$ cat src/fps_pkg.sv
// Purpose: constants and types for the fault protection supervisor
// Assumes: 20 MHz controller clock, byte-wide register access from the serial engine
// Notes: all offsets are byte addresses of the serial register map
package fps_pkg;
  // ----------------------------------------------------------------
  // register offsets
  // ----------------------------------------------------------------
  localparam logic [7:0] ADDR_STATUS = 8'h21; // status byte
  localparam logic [7:0] ADDR_MASK = 8'h22; // fault_mask
  localparam logic [7:0] ADDR_FAULT = 8'h23; // recorded faults
  localparam logic [7:0] ADDR_PHASE_LIMIT_THRESHOLD_SMP = 8'h2d; // current_limit_sampled
  localparam logic [7:0] ADDR_PHASE_LIMIT_THRESHOLD_INT = 8'h2e; // current_limit_internal
  localparam logic [7:0] ADDR_DROOP = 8'h39; // droop_coefficient_cfg
  localparam logic [7:0] ADDR_SFA = 8'h46; // second_function_latch_a
  localparam logic [7:0] ADDR_SFB = 8'h47; // second_function_latch_b
  localparam logic [7:0] ADDR_TEMP_RSP = 8'h4a; // stage temperature response
  localparam logic [7:0] ADDR_TSD_RSP = 8'h4b; // thermal shutdown response
  localparam logic [7:0] ADDR_BYPASS = 8'h4e; // limit bypass threshold and enable
  localparam logic [7:0] ADDR_OVP_CFG = 8'h4f; // overvoltage configuration
  localparam logic [7:0] ADDR_CLEAR = 8'h52; // write ones to clear status/fault
  localparam logic [7:0] ADDR_HICCUP = 8'h54; // hiccup off time, milliseconds
  // ----------------------------------------------------------------
  // reset values and field positions
  // ----------------------------------------------------------------
  localparam logic [7:0] RST_ZERO = 8'h00;
  localparam logic [7:0] RST_DROOP = 8'h03; // code 3 is load line off
  localparam logic [7:0] RST_HICCUP = 8'h0a; // 10 ms off time
  localparam logic [7:0] PHASE_LIMIT_THRESHOLD_INT_MASK = 8'h1f; // five bit field
  localparam logic [7:0] BYPASS_THR_MASK = 8'h1f; // 35 mV steps from 0.2 V
  localparam int BIT_ST_TEMP = 7;
  localparam int BIT_ST_TSD = 6;
  localparam int BIT_ST_OVP = 5;
  localparam int BIT_M_LINE = 6;
  localparam int BIT_M_TEMP = 5;
  localparam int BIT_M_TSD = 4;
  localparam int BIT_M_TOTAL_CURRENT_LIMIT = 3;
  localparam int BIT_F_OVP = 2;
  localparam int BIT_F_UVP = 1;
  localparam int BIT_SFA_PHASE_LIMIT_THRESHOLD_SEL = 0; // 1 selects internal threshold
  localparam int BIT_RSP_HICCUP = 0; // 1 selects hiccup, 0 latch-off
  localparam int BIT_OVP_DISABLE = 0; // 1 leaves only the 2 V clamp
  localparam int BIT_BYPASS_EN = 7;
  // ----------------------------------------------------------------
  // timing
  // ----------------------------------------------------------------
  localparam int CLK_HZ = 20000000;
  localparam int BYPASS_TIME_MS = 2;
  localparam int HICCUP_UNIT_MS = 1;
  localparam int BYPASS_CYCLES = BYPASS_TIME_MS * (CLK_HZ / 1000);
  localparam int HICCUP_UNIT_CYCLES = HICCUP_UNIT_MS * (CLK_HZ / 1000);
  // ----------------------------------------------------------------
  // types
  // ----------------------------------------------------------------
  typedef enum logic [1:0] {FPS_DROOP_100, FPS_DROOP_50, FPS_DROOP_25, FPS_DROOP_0} fps_droop_t;
  typedef enum logic [1:0] {FPS_PWM_OFF, FPS_PWM_LOW, FPS_PWM_MID, FPS_PWM_RUN} fps_pwm_t;
  // comparator results from the analog front end, all asynchronous
  typedef struct packed {
    logic line_restart_ok; // line input above 2.8 V
    logic line_low; // line input below 2.5 V
    logic junction_hot; // junction above 150 C
    logic out_over_2v; // output above fixed 2 V clamp
    logic out_over_ovp; // output 500 mV above reference_input
    logic sum_amp_low; // sum_amp_output below 225 mV
    logic out_below_bypass; // output at or below limit_bypass_threshold
    logic out_below_uv; // output 400 mV below reference_input
    logic phase_limiting; // a phase is being current limited
    logic stage_temp_hi; // stage_temperature_input above 2.0 V
    logic supply_ok; // supply above lockout threshold
    logic enable; // enable pin
  } fps_sense_t;
endpackage

$ cat src/fps_supervisor.sv
// Purpose: digital fault supervisor of a multiphase buck controller
// Assumes: comparator results arrive asynchronously; register port driven by the serial engine
// Notes: registers answer one cycle after a read strobe
`timescale 1ns/10ps
`default_nettype none
module fps_supervisor #(
  parameter int BYPASS_CYC = fps_pkg::BYPASS_CYCLES,
  parameter int HICCUP_UNIT_CYC = fps_pkg::HICCUP_UNIT_CYCLES
) (
  // clock and reset
  input wire logic clock,
  input wire logic rst,
  // analog front end comparators and power-on limit sample
  input wire fps_pkg::fps_sense_t sense,
  input wire logic [7:0] phase_limit_threshold_sample_code,
  // register port
  input wire logic [7:0] reg_addr,
  input wire logic reg_wr,
  input wire logic reg_rd,
  input wire logic [7:0] reg_wdata,
  output logic [7:0] reg_rdata,
  // power stage control
  output fps_pkg::fps_pwm_t pwm_mode,
  output logic driver_enable_out,
  output logic power_good_out,
  output logic soft_start_req,
  output logic per_phase_overcurrent_limit,
  output fps_pkg::fps_droop_t droop_coefficient,
  output logic [7:0] phase_limit_threshold,
  output logic [4:0] limit_bypass_threshold
);
  // ----------------------------------------------------------------
  // input synchronizers
  // ----------------------------------------------------------------
  fps_pkg::fps_sense_t meta_reg; // first stage, read only by s
  fps_pkg::fps_sense_t s; // second stage, safe to use
  logic [7:0] phase_limit_threshold_meta_reg; // first stage of the external limit code
  logic [7:0] phase_limit_threshold_sync_reg; // second stage; the word must be stable as supply rises
  // two flops per comparator, no logic on the first
  always_ff @(posedge clock) begin
    if (rst) begin
      meta_reg <= '0;
      s <= '0;
      phase_limit_threshold_meta_reg <= 8'h00;
      phase_limit_threshold_sync_reg <= 8'h00;
    end else begin
      meta_reg <= sense;
      s <= meta_reg;
      phase_limit_threshold_meta_reg <= phase_limit_threshold_sample_code;
      phase_limit_threshold_sync_reg <= phase_limit_threshold_meta_reg;
    end
  end
  // ----------------------------------------------------------------
  // state and registers
  // ----------------------------------------------------------------
  typedef enum logic [2:0] {ST_LOCK, ST_WAIT_EN, ST_RUN, ST_LATCH, ST_HICCUP} fps_state_t;
  fps_state_t state_reg, state_next;
  fps_pkg::fps_pwm_t latch_pwm_reg, latch_pwm_next; // output form while latched
  logic en_low_reg, en_low_next; // enable seen low since latch
  logic need_line_reg, need_line_next; // line fault needs line ok to restart
  logic [23:0] hic_cnt_reg, hic_cnt_next; // hiccup off time countdown
  logic [16:0] byp_cnt_reg, byp_cnt_next; // limit bypass countdown
  logic ss_reg, ss_next; // soft start pulse
  logic [7:0] status_reg, status_next;
  logic [7:0] fault_reg, fault_next;
  logic [7:0] mask_reg, mask_next;
  logic [7:0] phase_limit_threshold_smp_reg, phase_limit_threshold_smp_next;
  logic [7:0] phase_limit_threshold_int_reg, phase_limit_threshold_int_next;
  logic [7:0] droop_reg, droop_next;
  logic [7:0] sfa_reg, sfa_next;
  logic [7:0] sfb_reg, sfb_next;
  logic [7:0] temp_rsp_reg, temp_rsp_next;
  logic [7:0] tsd_rsp_reg, tsd_rsp_next;
  logic [7:0] bypass_reg, bypass_next;
  logic [7:0] ovp_cfg_reg, ovp_cfg_next;
  logic [7:0] hic_reg, hic_next;
  logic [7:0] rdata_next;
  logic [7:0] thr_next;
  // fault qualifiers
  logic ovp_trip, ocp_trip, uvp_trip, line_trip, temp_trip, tsd_trip;
  logic hiccup_trip;
  logic bypass_active;
  assign bypass_active = (byp_cnt_reg != 17'h00000);
  // overvoltage uses the reference window unless disabled, then the clamp
  assign ovp_trip = ovp_cfg_reg[fps_pkg::BIT_OVP_DISABLE] ? s.out_over_2v : s.out_over_ovp;
  assign ocp_trip = s.sum_amp_low && !mask_reg[fps_pkg::BIT_M_TOTAL_CURRENT_LIMIT];
  assign uvp_trip = s.out_below_uv;
  assign line_trip = s.line_low && !mask_reg[fps_pkg::BIT_M_LINE];
  assign temp_trip = s.stage_temp_hi && !mask_reg[fps_pkg::BIT_M_TEMP];
  assign tsd_trip = s.junction_hot && !mask_reg[fps_pkg::BIT_M_TSD];
  // hiccup only when every active thermal source asks for it
  assign hiccup_trip = (temp_trip || tsd_trip)
    && (!temp_trip || temp_rsp_reg[fps_pkg::BIT_RSP_HICCUP])
    && (!tsd_trip || tsd_rsp_reg[fps_pkg::BIT_RSP_HICCUP]);
  // ----------------------------------------------------------------
  // protection state machine
  // ----------------------------------------------------------------
  // latched faults take priority over hiccup; overvoltage wins the pwm form
  always_comb begin
    state_next = state_reg;
    latch_pwm_next = latch_pwm_reg;
    en_low_next = en_low_reg || !s.enable;
    need_line_next = need_line_reg;
    hic_cnt_next = hic_cnt_reg;
    byp_cnt_next = byp_cnt_reg;
    ss_next = 1'b0;
    case (state_reg)
      ST_LOCK: begin
        // nothing runs until the supply is good
        if (s.supply_ok) begin
          state_next = ST_WAIT_EN;
        end
      end
      ST_WAIT_EN: begin
        if (s.enable) begin
          state_next = ST_RUN;
          ss_next = 1'b1;
        end
      end
      ST_RUN: begin
        // bypass window opens while limiting drags output to threshold
        if (bypass_active) begin
          byp_cnt_next = byp_cnt_reg - 17'h00001;
        end else if (bypass_reg[fps_pkg::BIT_BYPASS_EN] && s.phase_limiting && s.out_below_bypass) begin
          byp_cnt_next = 17'(BYPASS_CYC);
        end
        if (!s.enable) begin
          state_next = ST_WAIT_EN;
        end else if (ovp_trip || ocp_trip || uvp_trip || line_trip || ((temp_trip || tsd_trip) && !hiccup_trip)) begin
          state_next = ST_LATCH;
          en_low_next = 1'b0;
          need_line_next = line_trip;
          // mid-state only for total overcurrent without overvoltage
          latch_pwm_next = (ocp_trip && !ovp_trip) ? fps_pkg::FPS_PWM_MID : fps_pkg::FPS_PWM_LOW;
          byp_cnt_next = 17'h00000;
        end else if (hiccup_trip) begin
          state_next = ST_HICCUP;
          hic_cnt_next = 24'(int'(hic_reg) * HICCUP_UNIT_CYC) + 24'h000001;
          byp_cnt_next = 17'h00000;
        end
      end
      ST_LATCH: begin
        // release only after enable goes low then high again
        if (en_low_reg && s.enable && (!need_line_reg || s.line_restart_ok)) begin
          state_next = ST_RUN;
          ss_next = 1'b1;
        end
      end
      ST_HICCUP: begin
        if (!s.enable) begin
          state_next = ST_WAIT_EN;
        end else if (hic_cnt_reg <= 24'h000001) begin
          state_next = ST_RUN;
          ss_next = 1'b1;
        end else begin
          hic_cnt_next = hic_cnt_reg - 24'h000001;
        end
      end
      default: begin
        state_next = ST_LOCK;
      end
    endcase
    // losing the supply resets the sequence from anywhere
    if (!s.supply_ok) begin
      state_next = ST_LOCK;
      byp_cnt_next = 17'h00000;
    end
  end
  // ----------------------------------------------------------------
  // register file
  // ----------------------------------------------------------------
  // hardware sets win over software clears in the same cycle
  always_comb begin
    status_next = status_reg;
    fault_next = fault_reg;
    mask_next = mask_reg;
    phase_limit_threshold_smp_next = phase_limit_threshold_smp_reg;
    phase_limit_threshold_int_next = phase_limit_threshold_int_reg;
    droop_next = droop_reg;
    sfa_next = sfa_reg;
    sfb_next = sfb_reg;
    temp_rsp_next = temp_rsp_reg;
    tsd_rsp_next = tsd_rsp_reg;
    bypass_next = bypass_reg;
    ovp_cfg_next = ovp_cfg_reg;
    hic_next = hic_reg;
    rdata_next = reg_rdata;
    // power-on capture of the externally set limit
    if (state_reg == ST_LOCK && s.supply_ok) begin
      phase_limit_threshold_smp_next = phase_limit_threshold_sync_reg;
    end
    if (reg_wr) begin
      case (reg_addr)
        fps_pkg::ADDR_MASK: mask_next = reg_wdata;
        fps_pkg::ADDR_PHASE_LIMIT_THRESHOLD_INT: phase_limit_threshold_int_next = reg_wdata & fps_pkg::PHASE_LIMIT_THRESHOLD_INT_MASK;
        fps_pkg::ADDR_DROOP: droop_next = {6'h00, reg_wdata[1:0]};
        fps_pkg::ADDR_SFA: sfa_next = reg_wdata;
        fps_pkg::ADDR_SFB: sfb_next = reg_wdata;
        fps_pkg::ADDR_TEMP_RSP: temp_rsp_next = reg_wdata;
        fps_pkg::ADDR_TSD_RSP: tsd_rsp_next = reg_wdata;
        fps_pkg::ADDR_BYPASS: bypass_next = reg_wdata & (fps_pkg::BYPASS_THR_MASK | 8'h80);
        fps_pkg::ADDR_OVP_CFG: ovp_cfg_next = reg_wdata;
        fps_pkg::ADDR_HICCUP: hic_next = reg_wdata;
        fps_pkg::ADDR_CLEAR: begin
          status_next = status_reg & ~reg_wdata;
          fault_next = fault_reg & ~reg_wdata;
        end
        default: begin
          // read-only or unmapped, write ignored
        end
      endcase
    end
    // status and fault record, regardless of mask
    if (s.stage_temp_hi) begin
      status_next[fps_pkg::BIT_ST_TEMP] = 1'b1;
      fault_next[fps_pkg::BIT_M_TEMP] = 1'b1;
    end
    if (s.junction_hot) begin
      status_next[fps_pkg::BIT_ST_TSD] = 1'b1;
      fault_next[fps_pkg::BIT_M_TSD] = 1'b1;
    end
    if (state_reg == ST_RUN && s.enable && ovp_trip) begin
      status_next[fps_pkg::BIT_ST_OVP] = 1'b1;
      fault_next[fps_pkg::BIT_F_OVP] = 1'b1;
    end
    if (s.sum_amp_low) begin
      fault_next[fps_pkg::BIT_M_TOTAL_CURRENT_LIMIT] = 1'b1;
    end
    if (s.line_low) begin
      fault_next[fps_pkg::BIT_M_LINE] = 1'b1;
    end
    if (state_reg == ST_RUN && uvp_trip) begin
      fault_next[fps_pkg::BIT_F_UVP] = 1'b1;
    end
    if (reg_rd) begin
      case (reg_addr)
        fps_pkg::ADDR_STATUS: rdata_next = status_reg & 8'he0;
        fps_pkg::ADDR_MASK: rdata_next = mask_reg;
        fps_pkg::ADDR_FAULT: rdata_next = fault_reg;
        fps_pkg::ADDR_PHASE_LIMIT_THRESHOLD_SMP: rdata_next = phase_limit_threshold_smp_reg;
        fps_pkg::ADDR_PHASE_LIMIT_THRESHOLD_INT: rdata_next = phase_limit_threshold_int_reg;
        fps_pkg::ADDR_DROOP: rdata_next = droop_reg;
        fps_pkg::ADDR_SFA: rdata_next = sfa_reg;
        fps_pkg::ADDR_SFB: rdata_next = sfb_reg;
        fps_pkg::ADDR_TEMP_RSP: rdata_next = temp_rsp_reg;
        fps_pkg::ADDR_TSD_RSP: rdata_next = tsd_rsp_reg;
        fps_pkg::ADDR_BYPASS: rdata_next = bypass_reg;
        fps_pkg::ADDR_OVP_CFG: rdata_next = ovp_cfg_reg;
        fps_pkg::ADDR_HICCUP: rdata_next = hic_reg;
        default: rdata_next = 8'h00;
      endcase
    end
    // limit source select, external by default
    thr_next = sfa_reg[fps_pkg::BIT_SFA_PHASE_LIMIT_THRESHOLD_SEL] ? phase_limit_threshold_int_reg : phase_limit_threshold_smp_reg;
  end
  // ----------------------------------------------------------------
  // state registers
  // ----------------------------------------------------------------
  always_ff @(posedge clock) begin
    if (rst) begin
      state_reg <= ST_LOCK;
      latch_pwm_reg <= fps_pkg::FPS_PWM_LOW;
      en_low_reg <= 1'b0;
      need_line_reg <= 1'b0;
      hic_cnt_reg <= 24'h000000;
      byp_cnt_reg <= 17'h00000;
      ss_reg <= 1'b0;
      status_reg <= fps_pkg::RST_ZERO;
      fault_reg <= fps_pkg::RST_ZERO;
      mask_reg <= fps_pkg::RST_ZERO;
      phase_limit_threshold_smp_reg <= fps_pkg::RST_ZERO;
      phase_limit_threshold_int_reg <= fps_pkg::RST_ZERO;
      droop_reg <= fps_pkg::RST_DROOP;
      sfa_reg <= fps_pkg::RST_ZERO;
      sfb_reg <= fps_pkg::RST_ZERO;
      temp_rsp_reg <= fps_pkg::RST_ZERO;
      tsd_rsp_reg <= fps_pkg::RST_ZERO;
      bypass_reg <= fps_pkg::RST_ZERO;
      ovp_cfg_reg <= fps_pkg::RST_ZERO;
      hic_reg <= fps_pkg::RST_HICCUP;
      reg_rdata <= 8'h00;
      phase_limit_threshold <= 8'h00;
    end else begin
      state_reg <= state_next;
      latch_pwm_reg <= latch_pwm_next;
      en_low_reg <= en_low_next;
      need_line_reg <= need_line_next;
      hic_cnt_reg <= hic_cnt_next;
      byp_cnt_reg <= byp_cnt_next;
      ss_reg <= ss_next;
      status_reg <= status_next;
      fault_reg <= fault_next;
      mask_reg <= mask_next;
      phase_limit_threshold_smp_reg <= phase_limit_threshold_smp_next;
      phase_limit_threshold_int_reg <= phase_limit_threshold_int_next;
      droop_reg <= droop_next;
      sfa_reg <= sfa_next;
      sfb_reg <= sfb_next;
      temp_rsp_reg <= temp_rsp_next;
      tsd_rsp_reg <= tsd_rsp_next;
      bypass_reg <= bypass_next;
      ovp_cfg_reg <= ovp_cfg_next;
      hic_reg <= hic_next;
      reg_rdata <= rdata_next;
      phase_limit_threshold <= thr_next;
    end
  end
  // ----------------------------------------------------------------
  // outputs
  // ----------------------------------------------------------------
  assign pwm_mode = (state_reg == ST_RUN) ? fps_pkg::FPS_PWM_RUN :
                    (state_reg == ST_LATCH) ? latch_pwm_reg : fps_pkg::FPS_PWM_OFF;
  assign driver_enable_out = (state_reg == ST_RUN);
  assign power_good_out = (state_reg == ST_RUN) && !ss_reg;
  assign soft_start_req = ss_reg;
  assign per_phase_overcurrent_limit = !bypass_active;
  assign droop_coefficient = fps_pkg::fps_droop_t'(droop_reg[1:0]);
  assign limit_bypass_threshold = bypass_reg[4:0];
endmodule
`default_nettype wire

$ cat config.mk
export PLATFORM = sky130hd
export DESIGN_NAME = fps_supervisor
export DESIGN_NICKNAME = d
export VERILOG_FILES = /design/src/fps_pkg.sv /design/src/fps_supervisor.sv
export SDC_FILE = /design/constraint.sdc
export NUM_CORES = 1
export LEC_CHECK = 0
export BUFFER_PORTS_ARGS = -buffer_cell sky130_fd_sc_hd__clkbuf_2
export CORE_MARGIN = 2
export CORE_UTILIZATION = 50
export CTS_BUF_LIST = sky130_fd_sc_hd__clkbuf_4
export DETAILED_ROUTE_END_ITERATION = 8
export HOLD_SLACK_MARGIN = 0.03
export PLACE_DENSITY = 0.67
export REMOVE_ABC_BUFFERS = 1
export SLEW_MARGIN = 20
export SYNTH_ARGS = -nofsm -noshare
export SYNTH_HDL_FRONTEND = slang
export SYNTH_SLANG_ARGS = --single-unit
$ cat constraint.sdc
create_clock -name clock -period 8.7 [get_ports clock]
set_input_delay 1.305 -clock clock [delete_from_list [all_inputs] [get_ports clock]]
set_output_delay 1.305 -clock clock [all_outputs]
set_load 0.02 [all_outputs]
**Yosys cells after proc, flatten, opt, wreduce, memory -nomap -nowiden**

Cells that the tools add are included.

- Bits in registers: 198
- Logic and storage cells: 215

- Add/subtract/negate cells: 3
- Multiply operators: 1
- $lt $le $gt $ge: 1
- Equal/unequal tests: 27
- Multiplexer cells: 46
- Bitwise operators: 4
- Reduce and logical (&&, ||, !) cells: 75

Operator list:

| cell | number |
|---|---|
| 24-bit two-way mux | 5 |
| 8-bit case mux with 13 select lines | 1 |
| 17-bit two-way mux | 5 |
| 8-bit by 7-bit == test with 1-bit output (second input constant) | 8 |
| 8-bit by 6-bit == test with 1-bit output (second input constant) | 6 |
| 24-bit case mux with 2 select lines | 1 |
| 2-bit AND reduction | 17 |
| 2-bit nonzero test | 13 |
| 23-bit by 1-bit adder with 24-bit output (second input constant) | 1 |
| 24-bit by 1-bit <= comparator with 1-bit output (second input constant) | 1 |
| 24-bit by 1-bit subtractor with 24-bit output (second input constant) | 1 |
| 3-bit two-way mux | 7 |
| 8-bit by 10-bit multiplier with 18-bit output (second input constant) | 1 |
| 1-bit logical AND | 17 |
| 1-bit two-way mux | 17 |
| 17-bit nonzero test | 1 |
| 17-bit by 1-bit subtractor with 17-bit output (second input constant) | 1 |
| 8-bit AND | 2 |
| 8-bit two-way mux | 2 |
| 3-bit case mux with 5 select lines | 1 |
| 7-bit two-way mux | 2 |
| 1-bit logical NOT | 12 |
| 2-bit inequality test (second input constant) | 5 |
| 1-bit logical OR | 9 |
| other kinds (16) | 21 |

**Longest topological paths before layout**

Gate-level depths: netlist of run 1.

- Word-level depth: 12
- Depth in mapped cells: 13

**Worst setup path after synthesis of run 1**

No wires, ideal clock.

- Kind: reg-to-reg
- Start: register hic_reg[3]
- End: register hic_cnt_reg[19]
- Setup time: 70 ps
- Arrival time: 3,786 ps
- Required time: 8,630 ps
- Slack: 4,843 ps
- Cell stages (with the launch flop): 14
- Buffers on the path: 0
- Path through: dfxtp_1 -> ha_1 -> ha_1 -> inv_1 -> fa_1 -> fa_1 -> inv_1 -> fa_1 -> a211oi_1 -> o21bai_1 -> a21oi_1 -> nor3b_1 -> or4_1 -> a21oi_1

- Cells in the longest elaborated chain, start to end: 6

Ends and longest elaborated chain:

| item | line | source |
|---|---|---|
| start: declaration | fps_supervisor.sv:76 | `logic [7:0] hic_reg, hic_next;` |
| start signal: assignment | fps_supervisor.sv:280 | `hic_reg <= fps_pkg::RST_HICCUP;` |
| start signal: assignment | fps_supervisor.sv:303 | `hic_reg <= hic_next;` |
| 8-bit by 10-bit multiplier with 18-bit output | fps_supervisor.sv:138 | `hic_cnt_next = 24'(int'(hic_reg) * HICCUP_UNIT_CYC) + 24'h000001;` |
| 23-bit by 1-bit adder with 24-bit output | fps_supervisor.sv:138 |  |
| 24-bit two-way mux | fps_supervisor.sv:136 | `end else if (hiccup_trip) begin` |
| 24-bit two-way mux | fps_supervisor.sv:129 | `end else if (ovp_trip \|\| ocp_trip \|\| uvp_trip \|\| line_trip \|\| ((temp_trip \|\| tsd_trip) && !hiccup_trip)) begin` |
| 24-bit two-way mux | fps_supervisor.sv:127 | `if (!s.enable) begin` |
| 24-bit case mux with 2 select lines | fps_supervisor.sv:107 | `case (state_reg)` |
| end signal: assignment | fps_supervisor.sv:288 | `hic_cnt_reg <= hic_cnt_next;` |
| end: declaration | fps_supervisor.sv:61 | `logic [23:0] hic_cnt_reg, hic_cnt_next;` |

Every way passes these cells. The select of a mux whose other input is x is not followed.
A chain may end at the register's enable or synchronous reset.

**Worst setup path after layout of run 1**

- Start: register hic_reg[6]
- End: register hic_cnt_reg[21]

Same word-level chain as after synthesis.

==> results of run 1 <==
## critical path, cell delays in order, from the launching register on
cell	delay [ps]
sky130_fd_sc_hd__dfxtp_1	590
sky130_fd_sc_hd__fa_1	500
sky130_fd_sc_hd__fa_1	500
sky130_fd_sc_hd__ha_1	290
sky130_fd_sc_hd__inv_1	50
sky130_fd_sc_hd__fa_1	520
sky130_fd_sc_hd__inv_1	40
sky130_fd_sc_hd__ha_1	330
sky130_fd_sc_hd__or2_2	350
sky130_fd_sc_hd__and3_1	190
sky130_fd_sc_hd__a221oi_1	300
sky130_fd_sc_hd__xnor2_1	180
sky130_fd_sc_hd__nand2_1	80
sky130_fd_sc_hd__a31oi_1	150
## power breakdown
part / switching [mW] / internal, mW / total [mW]
logic: 0.0527 / 0.0253 / 0.0779
clock network: 0.332 / 0.209 / 0.541
registers: 0.00542 / 0.896 / 0.901
## path summary, 6_finish.rpt
| check | to | slack, ps | cells after the start |
|---|---|---|---|
| max | hic_cnt_reg[21] | 4570 | 13 |
| min | phase_limit_threshold_smp_reg[1] | 450 | 2 |
| max reg2reg | hic_cnt_reg[21] | 4570 | 13 |
| min reg2reg | phase_limit_threshold_smp_reg[1] | 450 | 2 |
## per-layer routing
metal  vias to the layer above  routed length [um]  global-route usage [%]
met5                         -                   0                       0
met4                         0                 808                   9.526
met3                        54                1348                   4.408
met2                       257               11400                   39.46
met1                      3773               10740                   32.46
li1                       3973                   -                       -
## cells by family (layout without fill, tap and decap cells)
logic type | after synthesis | in the layout | synth area share (%)
AO/OA/AOI/OAI | 231 | 231 | 15.51
other | 0 | 1 | 0
buffers and inverters | 106 | 145 | 4.438
AND/OR/NAND/NOR | 426 | 426 | 22.10
flip-flops | 193 | 193 | 40.43
multiplexers | 76 | 76 | 8.039
adder cells (fa/ha/maj) | 54 | 54 | 8.013
XOR/XNOR | 16 | 16 | 1.466
## cell type report
cell class	count	area [sq um]	area share [%]
inverter	39	146.4	1.422
multi-input combinational	803	5280	51.29
tap	234	292.8	2.844
timing repair buffer	74	387.9	3.768
clock buffer	17	127.6	1.240
antenna	1	2.502	0.02431
clock inverter	15	193.9	1.884
sequential	193	3864	37.53
## through the flow
step                      power [mW]  hold slack (ps)  setup slack (ps)  utilization (%)  instances
final                          1.520            446.8              4566            55.04       1376
after global routing           1.573            465.1              4285            55.04       1376
after CTS                      1.531            445.8              4568            55.01       1375
after detailed placement      0.9975            421.8              4577            53.29       1343
after global placement        0.9973            416.5              4626            53.28       1343
after floorplan               0.9513            411.3              4825                -       1035
## Yosys cell counts (all sizes together) (13+ instances only)
master and number:
dfxtp 193, nor2 132, nand2 97, a21oi 77, mux2i 73, clkbuf 51, nor2b 49, ha 42
nand3 41, o21ai 40, inv 38, nor3 20, nor4 17, buf 16, a211oi 15, a22oi 14
a31oi 14, a221oi 13
==> flow_summary.rst, run 1 <==
.. list-table::
   :header-rows: 1

   * - Metric
     - Value
   * - Cell Area, Placed
     - 9968 sq um
   * - Most instantiated flip-flop cell in the synthesis netlist
     - sky130_fd_sc_hd__dfxtp_1
   * - FILL cells
     - 1,742
   * - Setup repair after global routing missed its margin
     - false
   * - Area of the die
     - 20,240 sq um
   * - Avg Cell Area, Syn
     - 8.672 sq um
   * - Initial standard-cell utilization of the core
     - 51.09%
   * - Vias per Instance
     - 5.855
   * - Tightest Pin Transition
     - 1082 ps
   * - Top area cells in the synthesized netlist
     - sky130_fd_sc_hd__dfxtp_1 (40%), sky130_fd_sc_hd__mux2i_1 (7.6%), sky130_fd_sc_hd__ha_1 (5.5%), sky130_fd_sc_hd__nor2_1 (5.1%), sky130_fd_sc_hd__a21oi_1 (4.0%)
   * - Vias in the first global route
     - 7,400
   * - Number of flip-flops in the largest register
     - 24
   * - Inserted Clock Buffers
     - 17
   * - Type of the worst min-delay path
     - reg -> reg
   * - Total congestion overflow
     - 0
   * - Crit end category
     - flip-flop
   * - Maximum VDD drop
     - 0.1630 mV
   * - Ratio of cells with drive above 1 in the final layout
     - 10.69%
   * - Total of flip-flops plus latches after synthesis
     - 193
   * - Worst setup SP type
     - flip-flop
   * - Clock tree root buffer cell
     - sky130_fd_sc_hd__clkbuf_4
   * - Average detailed-routed wire length per instance
     - 17.65 um
   * - IO Count
     - 69
   * - Setup clock skew after layout
     - 28.89 ps
   * - H-Tree Depth
     - 4
   * - Final setup violating endpoints
     - 0
   * - Largest net degree at the start of global routing
     - 89
   * - DR iter-0 viols
     - 765
   * - Detailed-placement wirelength estimate
     - 17.15 mm
   * - Count of endpoints failing hold in the final timing report
     - 0
   * - Worst max-slew margin expressed relative to the limit
     - 27.59%
   * - Startpoint of the most critical hold path
     - phase_limit_threshold_sync_reg[1]
   * - Setup Crit Path Kind
     - reg -> reg
   * - Setup fix buffers added after clock tree synthesis
     - 0
   * - Final period demand of the worst path
     - 4134 ps
   * - Netlist area before placement
     - 9557 sq um
   * - Highest clock rate
     - 241.9 MHz
   * - Clock transition at the registers of the reported paths
     - 180 ps
   * - TritonCTS sink count
     - 193
   * - Cell area power density
     - 147.6 nW/um^2
   * - Top library cells by usage in the layout, fill and taps aside
     - sky130_fd_sc_hd__dfxtp_1 (193), sky130_fd_sc_hd__nor2_1 (129), sky130_fd_sc_hd__nand2_1 (97)
   * - Final instance area
     - 10,290 sq um
   * - Area share of the largest cell type after synthesis
     - 40.43%
   * - First drt pass iteration count
     - 6
   * - Final wirelength
     - 24.29 mm
   * - Deepest clock path buffer count
     - 2
   * - Area leader, netlist
     - sky130_fd_sc_hd__dfxtp_1
   * - Static leakage
     - 4.171 nW
   * - Site row count
     - 50
   * - WP data arrival
     - 4680 ps
   * - Status
     - complete, no violations
   * - Required time of the critical path
     - 9250 ps
   * - DRC violations left
     - 0
   * - Die span in x
     - 142.3 um
   * - Synthesis-to-layout area growth
     - 7.725%
   * - Number of flops mapped to enable cells by yosys
     - 0
   * - Antenna violations before repair
     - 1
   * - Global-route wire length before repair
     - 38.75 mm
   * - Syn Inst Count
     - 1,102
   * - Launch point of the critical path
     - hic_reg[6]
   * - Max-slew violations
     - 0
   * - Via total after detailed routing
     - 8,057
   * - Total of max-cap violations
     - 0
   * - Fraction of registers with async set or reset after synthesis
     - 0%
   * - All-layer global routing usage
     - 24.39%
   * - Portion of the post-synthesis area used by sequential elements
     - 40.43%
   * - Port Buf Inserts
     - 68
   * - Routability-driven placement congestion ratio
     - 0.9690
   * - Worst-skew pair later-pin latency
     - 610 ps
   * - Leading cell type in the layout, fill and taps excluded
     - sky130_fd_sc_hd__dfxtp_1
   * - Aggregate negative setup slack
     - 0 ps
   * - Tcrit/Tclk final
     - 47.52%
   * - Clock tree from TritonCTS
     - done
   * - Placeable core area
     - 18,710 sq um
   * - Yosys Warn Count
     - 0
   * - Overall die height
     - 142.3 um
   * - Number of antenna-violating nets in the routed design
     - 0
   * - Number of gates given a new drive strength after cts
     - 0
   * - Worst-path maximum fanout
     - 8
   * - Worst reg2reg startpoint
     - hic_reg[6]
   * - Count of nets after finishing
     - 1,222
   * - Count of different cell masters after synthesis
     - 70
   * - Hold Buf Count CTS
     - 0
Note: power is estimated with default switching activity, not from simulation.
==> inputs of run 2 (changes only) <==
- clock period: 8.7 -> 4.2 ns (I/O delays scaled with it)
==> run 2 against run 1 <==
Effect of this change: die area did not move; count of clock-buffer cells in the layout unchanged; power increased by 100%; combinational power up 110%; sequential power rose by 110%; highest routed layer unchanged; via count rose by 1.6%; largest power group unchanged; critical path type unchanged; core utilization up 0.85 points; fmax is 7.1% higher.
==> flow_summary.rst, run 2 (synthesis results as in run 1) <==
.. list-table::
   :header-rows: 1

   * - Metric
     - Value
   * - Antenna violations before repair
     - 1 (unchanged)
   * - Detailed-placement wirelength estimate
     - 17.57 mm (was 17.15 mm)
   * - TritonCTS sink count
     - 193 (unchanged)
   * - Worst-path maximum fanout
     - 3 (was 8)
   * - Number of gates given a new drive strength after cts
     - 0 (unchanged)
   * - Setup repair after global routing missed its margin
     - false (unchanged)
   * - Tightest Pin Transition
     - 976.4 ps (was 1082 ps)
   * - Worst reg2reg startpoint
     - hic_reg[2] (was hic_reg[6])
   * - Count of nets after finishing
     - 1,247 (was 1,222)
   * - Final setup violating endpoints
     - 0 (unchanged)
   * - Port Buf Inserts
     - 68 (unchanged)
   * - Die span in x
     - 142.3 um (unchanged)
   * - WP data arrival
     - 4410 ps (was 4680 ps)
   * - Site row count
     - 50 (unchanged)
   * - Clock tree from TritonCTS
     - done (unchanged)
   * - IO Count
     - 69 (unchanged)
   * - Setup fix buffers added after clock tree synthesis
     - 0 (unchanged)
   * - All-layer global routing usage
     - 24.58% (was 24.39%)
   * - Deepest clock path buffer count
     - 2 (unchanged)
   * - Status
     - complete, no violations (unchanged)
   * - Final period demand of the worst path
     - 3861 ps (was 4134 ps)
   * - Total power of the final layout
     - 3.067 mW (was 1.520 mW)
   * - Final wirelength
     - 24.48 mm (was 24.29 mm)
   * - Maximum VDD drop
     - 0.2358 mV (was 0.1630 mV)
   * - Setup Crit Path Kind
     - reg -> reg (unchanged)
   * - DRC violations left
     - 0 (unchanged)
   * - Vias in the first global route
     - 7,514 (was 7,400)
   * - Crit end category
     - flip-flop (unchanged)
   * - Global-route wire length before repair
     - 39.46 mm (was 38.75 mm)
   * - Tcrit/Tclk final
     - 91.93% (was 47.52%)
   * - Worst-skew pair later-pin latency
     - 600 ps (was 610 ps)
   * - Top library cells by usage in the layout, fill and taps aside
     - sky130_fd_sc_hd__dfxtp_1 (193), sky130_fd_sc_hd__nor2_1 (131), sky130_fd_sc_hd__nand2_1 (97) (was sky130_fd_sc_hd__dfxtp_1 (193), sky130_fd_sc_hd__nor2_1 (129), sky130_fd_sc_hd__nand2_1 (97))
   * - Number of flip-flops in the largest register
     - 24 (unchanged)
   * - Setup clock skew after layout
     - 37.33 ps (was 28.89 ps)
   * - Aggregate negative setup slack
     - 0 ps (unchanged)
   * - Initial standard-cell utilization of the core
     - 51.09% (unchanged)
   * - H-Tree Depth
     - 4 (unchanged)
   * - Reg area
     - 3864 sq um (unchanged)
   * - Largest net degree at the start of global routing
     - 93 (was 89)
   * - Inserted Clock Buffers
     - 17 (unchanged)
   * - Vias per Instance
     - 5.839 (was 5.855)
   * - Final core utilization
     - 55.89% (was 55.04%)
   * - Area of the multi-input gates
     - 5269 sq um (was 5280 sq um)
   * - Clock tree root buffer cell
     - sky130_fd_sc_hd__clkbuf_4 (unchanged)
   * - Leading cell type in the layout, fill and taps excluded
     - sky130_fd_sc_hd__dfxtp_1 (unchanged)
   * - Placeable core area
     - 18,710 sq um (unchanged)
   * - Routability-driven placement congestion ratio
     - 0.8978 (was 0.9690)
   * - Overall die height
     - 142.3 um (unchanged)
   * - Total congestion overflow
     - 0 (unchanged)
   * - Number of antenna-violating nets in the routed design
     - 0 (unchanged)
   * - Area of the die
     - 20,240 sq um (unchanged)
   * - Highest clock rate
     - 259.0 MHz (was 241.9 MHz)
   * - Worst max-slew margin expressed relative to the limit
     - 34.66% (was 27.59%)
   * - Ratio of cells with drive above 1 in the final layout
     - 12.44% (was 10.69%)
   * - DR iter-0 viols
     - 694 (was 765)
   * - Clock transition at the registers of the reported paths
     - 200 ps (was 180 ps)
   * - Count of endpoints failing hold in the final timing report
     - 0 (unchanged)
   * - Required time of the critical path
     - 4750 ps (was 9250 ps)
   * - Synthesis-to-layout area growth
     - 9.388% (was 7.725%)
   * - Average detailed-routed wire length per instance
     - 17.46 um (was 17.65 um)
   * - Worst setup SP type
     - flip-flop (unchanged)
   * - FILL cells
     - 1,724 (was 1,742)
   * - Via total after detailed routing
     - 8,186 (was 8,057)
   * - Static leakage
     - 4.284 nW (was 4.171 nW)
   * - Hold Buf Count CTS
     - 0 (unchanged)
   * - Launch point of the critical path
     - hic_reg[2] (was hic_reg[6])
   * - Type of the worst min-delay path
     - in -> reg (was reg -> reg)
   * - Startpoint of the most critical hold path
     - phase_limit_threshold_sample_code[2] (was phase_limit_threshold_sync_reg[1])
   * - Cell area power density
     - 293.4 nW/um^2 (was 147.6 nW/um^2)
   * - Max-slew violations
     - 0 (unchanged)
   * - First drt pass iteration count
     - 5 (was 6)
   * - Total of max-cap violations
     - 0 (unchanged)
[run 2: changes by cell type in the layout (fill, tap and decap cells not counted), sizes merged]
cell,delta
clkinvlp,+1
inv,+2
bufinv,-3
diode,+1
buf,+25
[run 2: where the power goes]
part / switching, mW / internal (mW) / total, mW / leakage [nW]
logic: 0.110 / 0.0545 / 0.164 / 2.56
registers: 0.0111 / 1.86 / 1.87 / 1.56
clock network: 0.751 / 0.284 / 1.03 / 0.159
[run 2: metal layers]
metal  GRT usage [%]  share of wire, %  vias up
met2           39.77                47      223
met3           4.071               5.0       37
li1                -                 -     4023
met5               0                 0        -
met4           8.895               2.7        0
met1           33.21                45     3903
[run 2: critical path, cell delays in order (launching register included)]
cell	delay (ps)
sky130_fd_sc_hd__dfxtp_1	340
sky130_fd_sc_hd__ha_1	290
sky130_fd_sc_hd__ha_1	270
sky130_fd_sc_hd__inv_1	50
sky130_fd_sc_hd__fa_1	480
sky130_fd_sc_hd__fa_1	540
sky130_fd_sc_hd__inv_1	60
sky130_fd_sc_hd__fa_1	470
sky130_fd_sc_hd__a211oi_1	270
sky130_fd_sc_hd__o21bai_1	110
sky130_fd_sc_hd__a21oi_1	250
sky130_fd_sc_hd__nor3b_1	80
sky130_fd_sc_hd__or4_1	500
sky130_fd_sc_hd__a21oi_1	120
[run 2: layout make-up]
class | count | area share [%]
multi-input cells | 803 | 50.40
well taps | 234 | 2.801
flip-flops and latches | 193 | 36.96
repair buffers | 99 | 5.506
clock inverters | 15 | 1.664
diodes | 2 | 0.04788
inverters | 39 | 1.400
clock buffers | 17 | 1.221
[run 2: worst paths after layout]
check	endpoint	slack, ps	depth (start not counted)
worst max-delay path	hic_cnt_reg[19]	340	13
worst max register to register	hic_cnt_reg[19]	340	13
worst min-delay path	phase_limit_threshold_meta_reg[2]	220	2
worst min register to register	s[1]	440	1
[run 2: through the flow]
step	setup WS (ps)	hold WS [ps]	instance area, sq um	cells
after global placement	338.8	418.7	10150	1368
after floorplan	325.0	411.3	9279	1035
final	338.8	218.5	10450	1402
after detailed placement	321.3	424.4	10150	1368
after global routing	76.30	175.7	10450	1401
after CTS	323.6	192.1	10450	1400
==> inputs of run 3 (changes only) <==
- CORE_ASPECT_RATIO: not set -> 0.75
- clock period: 4.2 -> 3.6 ns (I/O delays scaled with it)
==> run 3 against run 2 <==
Effect of this change: final cell count increased by 2.5%; global-route usage is 1.2 points higher; fmax is 8.9% higher; critical endpoint is now hic_cnt_reg[22]; count of clock-buffer cells in the layout did not move; hold slack got worse by 76 ps; non-clock buffer count up 24; cell area is 4.6% higher.
==> flow_summary.rst, run 3 (synthesis results as in run 1) <==
.. list-table::
   :header-rows: 1

   * - Metric
     - Value
   * - Status
     - complete, no violations (unchanged)
   * - Clock tree root buffer cell
     - sky130_fd_sc_hd__clkbuf_4 (unchanged)
   * - Global-route wire length before repair
     - 40.72 mm (was 39.46 mm)
   * - Setup clock skew after layout
     - 25.51 ps (was 37.33 ps)
   * - Via total after detailed routing
     - 8,396 (was 8,186)
   * - Total power of the final layout
     - 3.606 mW (was 3.067 mW)
   * - Max-slew violations
     - 0 (unchanged)
   * - Cell Count Post-Placement
     - 1,402 (was 1,368)
   * - Inserted Clock Buffers
     - 17 (unchanged)
   * - Worst reg2reg startpoint
     - hic_reg[6] (was hic_reg[2])
   * - Tightest Pin Transition
     - 966.8 ps (was 976.4 ps)
   * - Launch point of the critical path
     - hic_reg[6] (was hic_reg[2])
   * - Count of nets after finishing
     - 1,271 (was 1,247)
   * - Total of max-cap violations
     - 0 (unchanged)
   * - IO Count
     - 69 (unchanged)
   * - Area of the die
     - 20,250 sq um (was 20,240 sq um)
   * - FILL cells
     - 1,731 (was 1,724)
   * - Setup repair after global routing missed its margin
     - true (was false)
   * - Maximum VDD drop
     - 0.2245 mV (was 0.2358 mV)
   * - Overall die height
     - 123.7 um (was 142.3 um)
   * - Final period demand of the worst path
     - 3544 ps (was 3861 ps)
   * - Number of antenna-violating nets in the routed design
     - 0 (unchanged)
   * - Cell area power density
     - 329.9 nW/um^2 (was 293.4 nW/um^2)
   * - First drt pass iteration count
     - 6 (was 5)
   * - Site row count
     - 43 (was 50)
   * - Required time of the critical path
     - 4090 ps (was 4750 ps)
   * - Non-filler cells in the finished layout
     - 1,437 (was 1,402)
   * - Average detailed-routed wire length per instance
     - 18.08 um (was 17.46 um)
   * - Count of endpoints failing hold in the final timing report
     - 0 (unchanged)
   * - Antenna diode instance count
     - 0 (was 2)
   * - Port Buf Inserts
     - 68 (unchanged)
   * - Final core utilization
     - 58.72% (was 55.89%)
   * - Setup Crit Path Kind
     - reg -> reg (unchanged)
   * - Final setup violating endpoints
     - 0 (unchanged)
   * - Worst max-slew margin expressed relative to the limit
     - 34.95% (was 34.66%)
   * - Static leakage
     - 4.406 nW (was 4.284 nW)
   * - Worst-skew pair later-pin latency
     - 590 ps (was 600 ps)
   * - Top library cells by usage in the layout, fill and taps aside
     - sky130_fd_sc_hd__dfxtp_1 (188), sky130_fd_sc_hd__nor2_1 (131), sky130_fd_sc_hd__nand2_1 (97) (was sky130_fd_sc_hd__dfxtp_1 (193), sky130_fd_sc_hd__nor2_1 (131), sky130_fd_sc_hd__nand2_1 (97))
   * - Routability-driven placement congestion ratio
     - 0.9196 (was 0.8978)
   * - WP data arrival
     - 4040 ps (was 4410 ps)
   * - Die span in x
     - 163.6 um (was 142.3 um)
   * - Worst-path maximum fanout
     - 2 (was 3)
   * - Cell count of the worst reg-to-reg path
     - 12 (was 13)
   * - Antenna violations before repair
     - 0 (was 1)
   * - Synthesis-to-layout area growth
     - 14.39% (was 9.388%)
   * - Placeable core area
     - 18,620 sq um (was 18,710 sq um)
   * - Final wirelength
     - 25.98 mm (was 24.48 mm)
   * - Clock tree from TritonCTS
     - done (unchanged)
   * - Deepest clock path buffer count
     - 2 (unchanged)
   * - Leading cell type in the layout, fill and taps excluded
     - sky130_fd_sc_hd__dfxtp_1 (unchanged)
   * - H-Tree Depth
     - 4 (unchanged)
   * - Type of the worst min-delay path
     - in -> reg (unchanged)
   * - Detailed-placement wirelength estimate
     - 18.70 mm (was 17.57 mm)
   * - Hold Buf Count CTS
     - 0 (unchanged)
   * - Worst setup SP type
     - flip-flop (unchanged)
   * - Total congestion overflow
     - 0 (unchanged)
   * - Highest clock rate
     - 282.1 MHz (was 259.0 MHz)
   * - TritonCTS sink count
     - 193 (unchanged)
   * - Initial standard-cell utilization of the core
     - 51.34% (was 51.09%)
   * - Crit end category
     - flip-flop (unchanged)
   * - Number of flip-flops in the largest register
     - 24 (unchanged)
   * - Largest net degree at the start of global routing
     - 118 (was 93)
   * - Vias in the first global route
     - 7,497 (was 7,514)
   * - Min Hold Slack
     - 142.5 ps (was 218.5 ps)
   * - Cell depth of the worst hold path
     - 2 (unchanged)
   * - All-layer global routing usage
     - 25.79% (was 24.58%)
   * - Vias per Instance
     - 5.843 (was 5.839)
   * - Clock transition at the registers of the reported paths
     - 190 ps (was 200 ps)
   * - Tcrit/Tclk final
     - 98.46% (was 91.93%)
   * - DRC violations left
     - 0 (unchanged)
   * - Ratio of cells with drive above 1 in the final layout
     - 17.48% (was 12.44%)
   * - DR iter-0 viols
     - 1,107 (was 694)
   * - Startpoint of the most critical hold path
     - sense[4] (was phase_limit_threshold_sample_code[2])
[run 3: cell types whose count changed in the layout (fill, tap and decap cells not counted), sizes merged]
cell / before / now
buf: 32 / 56
clkinv: 6 / 9
inv: 47 / 45
diode: 2 / 0
clkinvlp: 1 / 0
[run 3: through the flow]
stage | worst slack, ps | instance area, sq um | TNS (ps)
CTS | 6.428 | 10790 | 0
global route | -71.18 | 10930 | -218.3
detailed placement | -278.8 | 10330 | -971.3
finish | 55.52 | 10930 | 0
global placement | -165.6 | 10330 | -523.3
floorplan | -275.0 | 9279 | -559.7
[run 3: metal layers]
metal | vias up | wire length (um) | track usage (%) | part of all wire [%]
met5 | - | 0 | 0 | 0
met4 | 0 | 301 | 7.182 | 1.2
met3 | 21 | 1956 | 4.396 | 7.5
met2 | 334 | 11100 | 37.26 | 43
met1 | 3970 | 12620 | 39.29 | 49
li1 | 4071 | - | - | -
[run 3: cell type report]
type,instances,area (sq um),share of cell area (%)
clock inverters,15,188.9,1.728
clock buffers,17,127.6,1.167
repair buffers,123,783.3,7.165
well taps,247,309.0,2.827
inverters,39,146.4,1.339
flip-flops and latches,193,3870,35.40
multi-input cells,803,5507,50.37
[run 3: critical path, stage by stage (launching register included)]
cell and delay [ps]:
sky130_fd_sc_hd__dfxtp_2 370, sky130_fd_sc_hd__fa_1 550, sky130_fd_sc_hd__fa_1 420, sky130_fd_sc_hd__ha_1 280, sky130_fd_sc_hd__inv_1 40, sky130_fd_sc_hd__fa_1 480, sky130_fd_sc_hd__inv_2 50, sky130_fd_sc_hd__ha_4 210
sky130_fd_sc_hd__or2_4 250, sky130_fd_sc_hd__and3_1 200, sky130_fd_sc_hd__a311o_1 340, sky130_fd_sc_hd__o211ai_1 180, sky130_fd_sc_hd__a21oi_1 80
[run 3: timing repair]
item                       in CTS  in global routing
resized for setup              29                 23
pin swaps                      27                 15
buffers inserted                2                  2
setup endpoints to repair       8                  7
hold endpoints to repair        0                  0
[run 3: final timing paths]
path | end | slack [ps]
hold / removal | meta_reg[4] | 140
hold reg to reg | s[3] | 440
setup / recovery | hic_cnt_reg[22] | 60
setup reg to reg | hic_cnt_reg[22] | 60
[run 3: power breakdown]
| part | internal [mW] | leakage, nW | switching (mW) |
|---|---|---|---|
| clock | 0.335 | 0.165 | 0.888 |
| combinational | 0.0702 | 2.67 | 0.132 |
| sequential | 2.17 | 1.57 | 0.0144 |
| total | 2.57 | 4.41 | 1.03 |
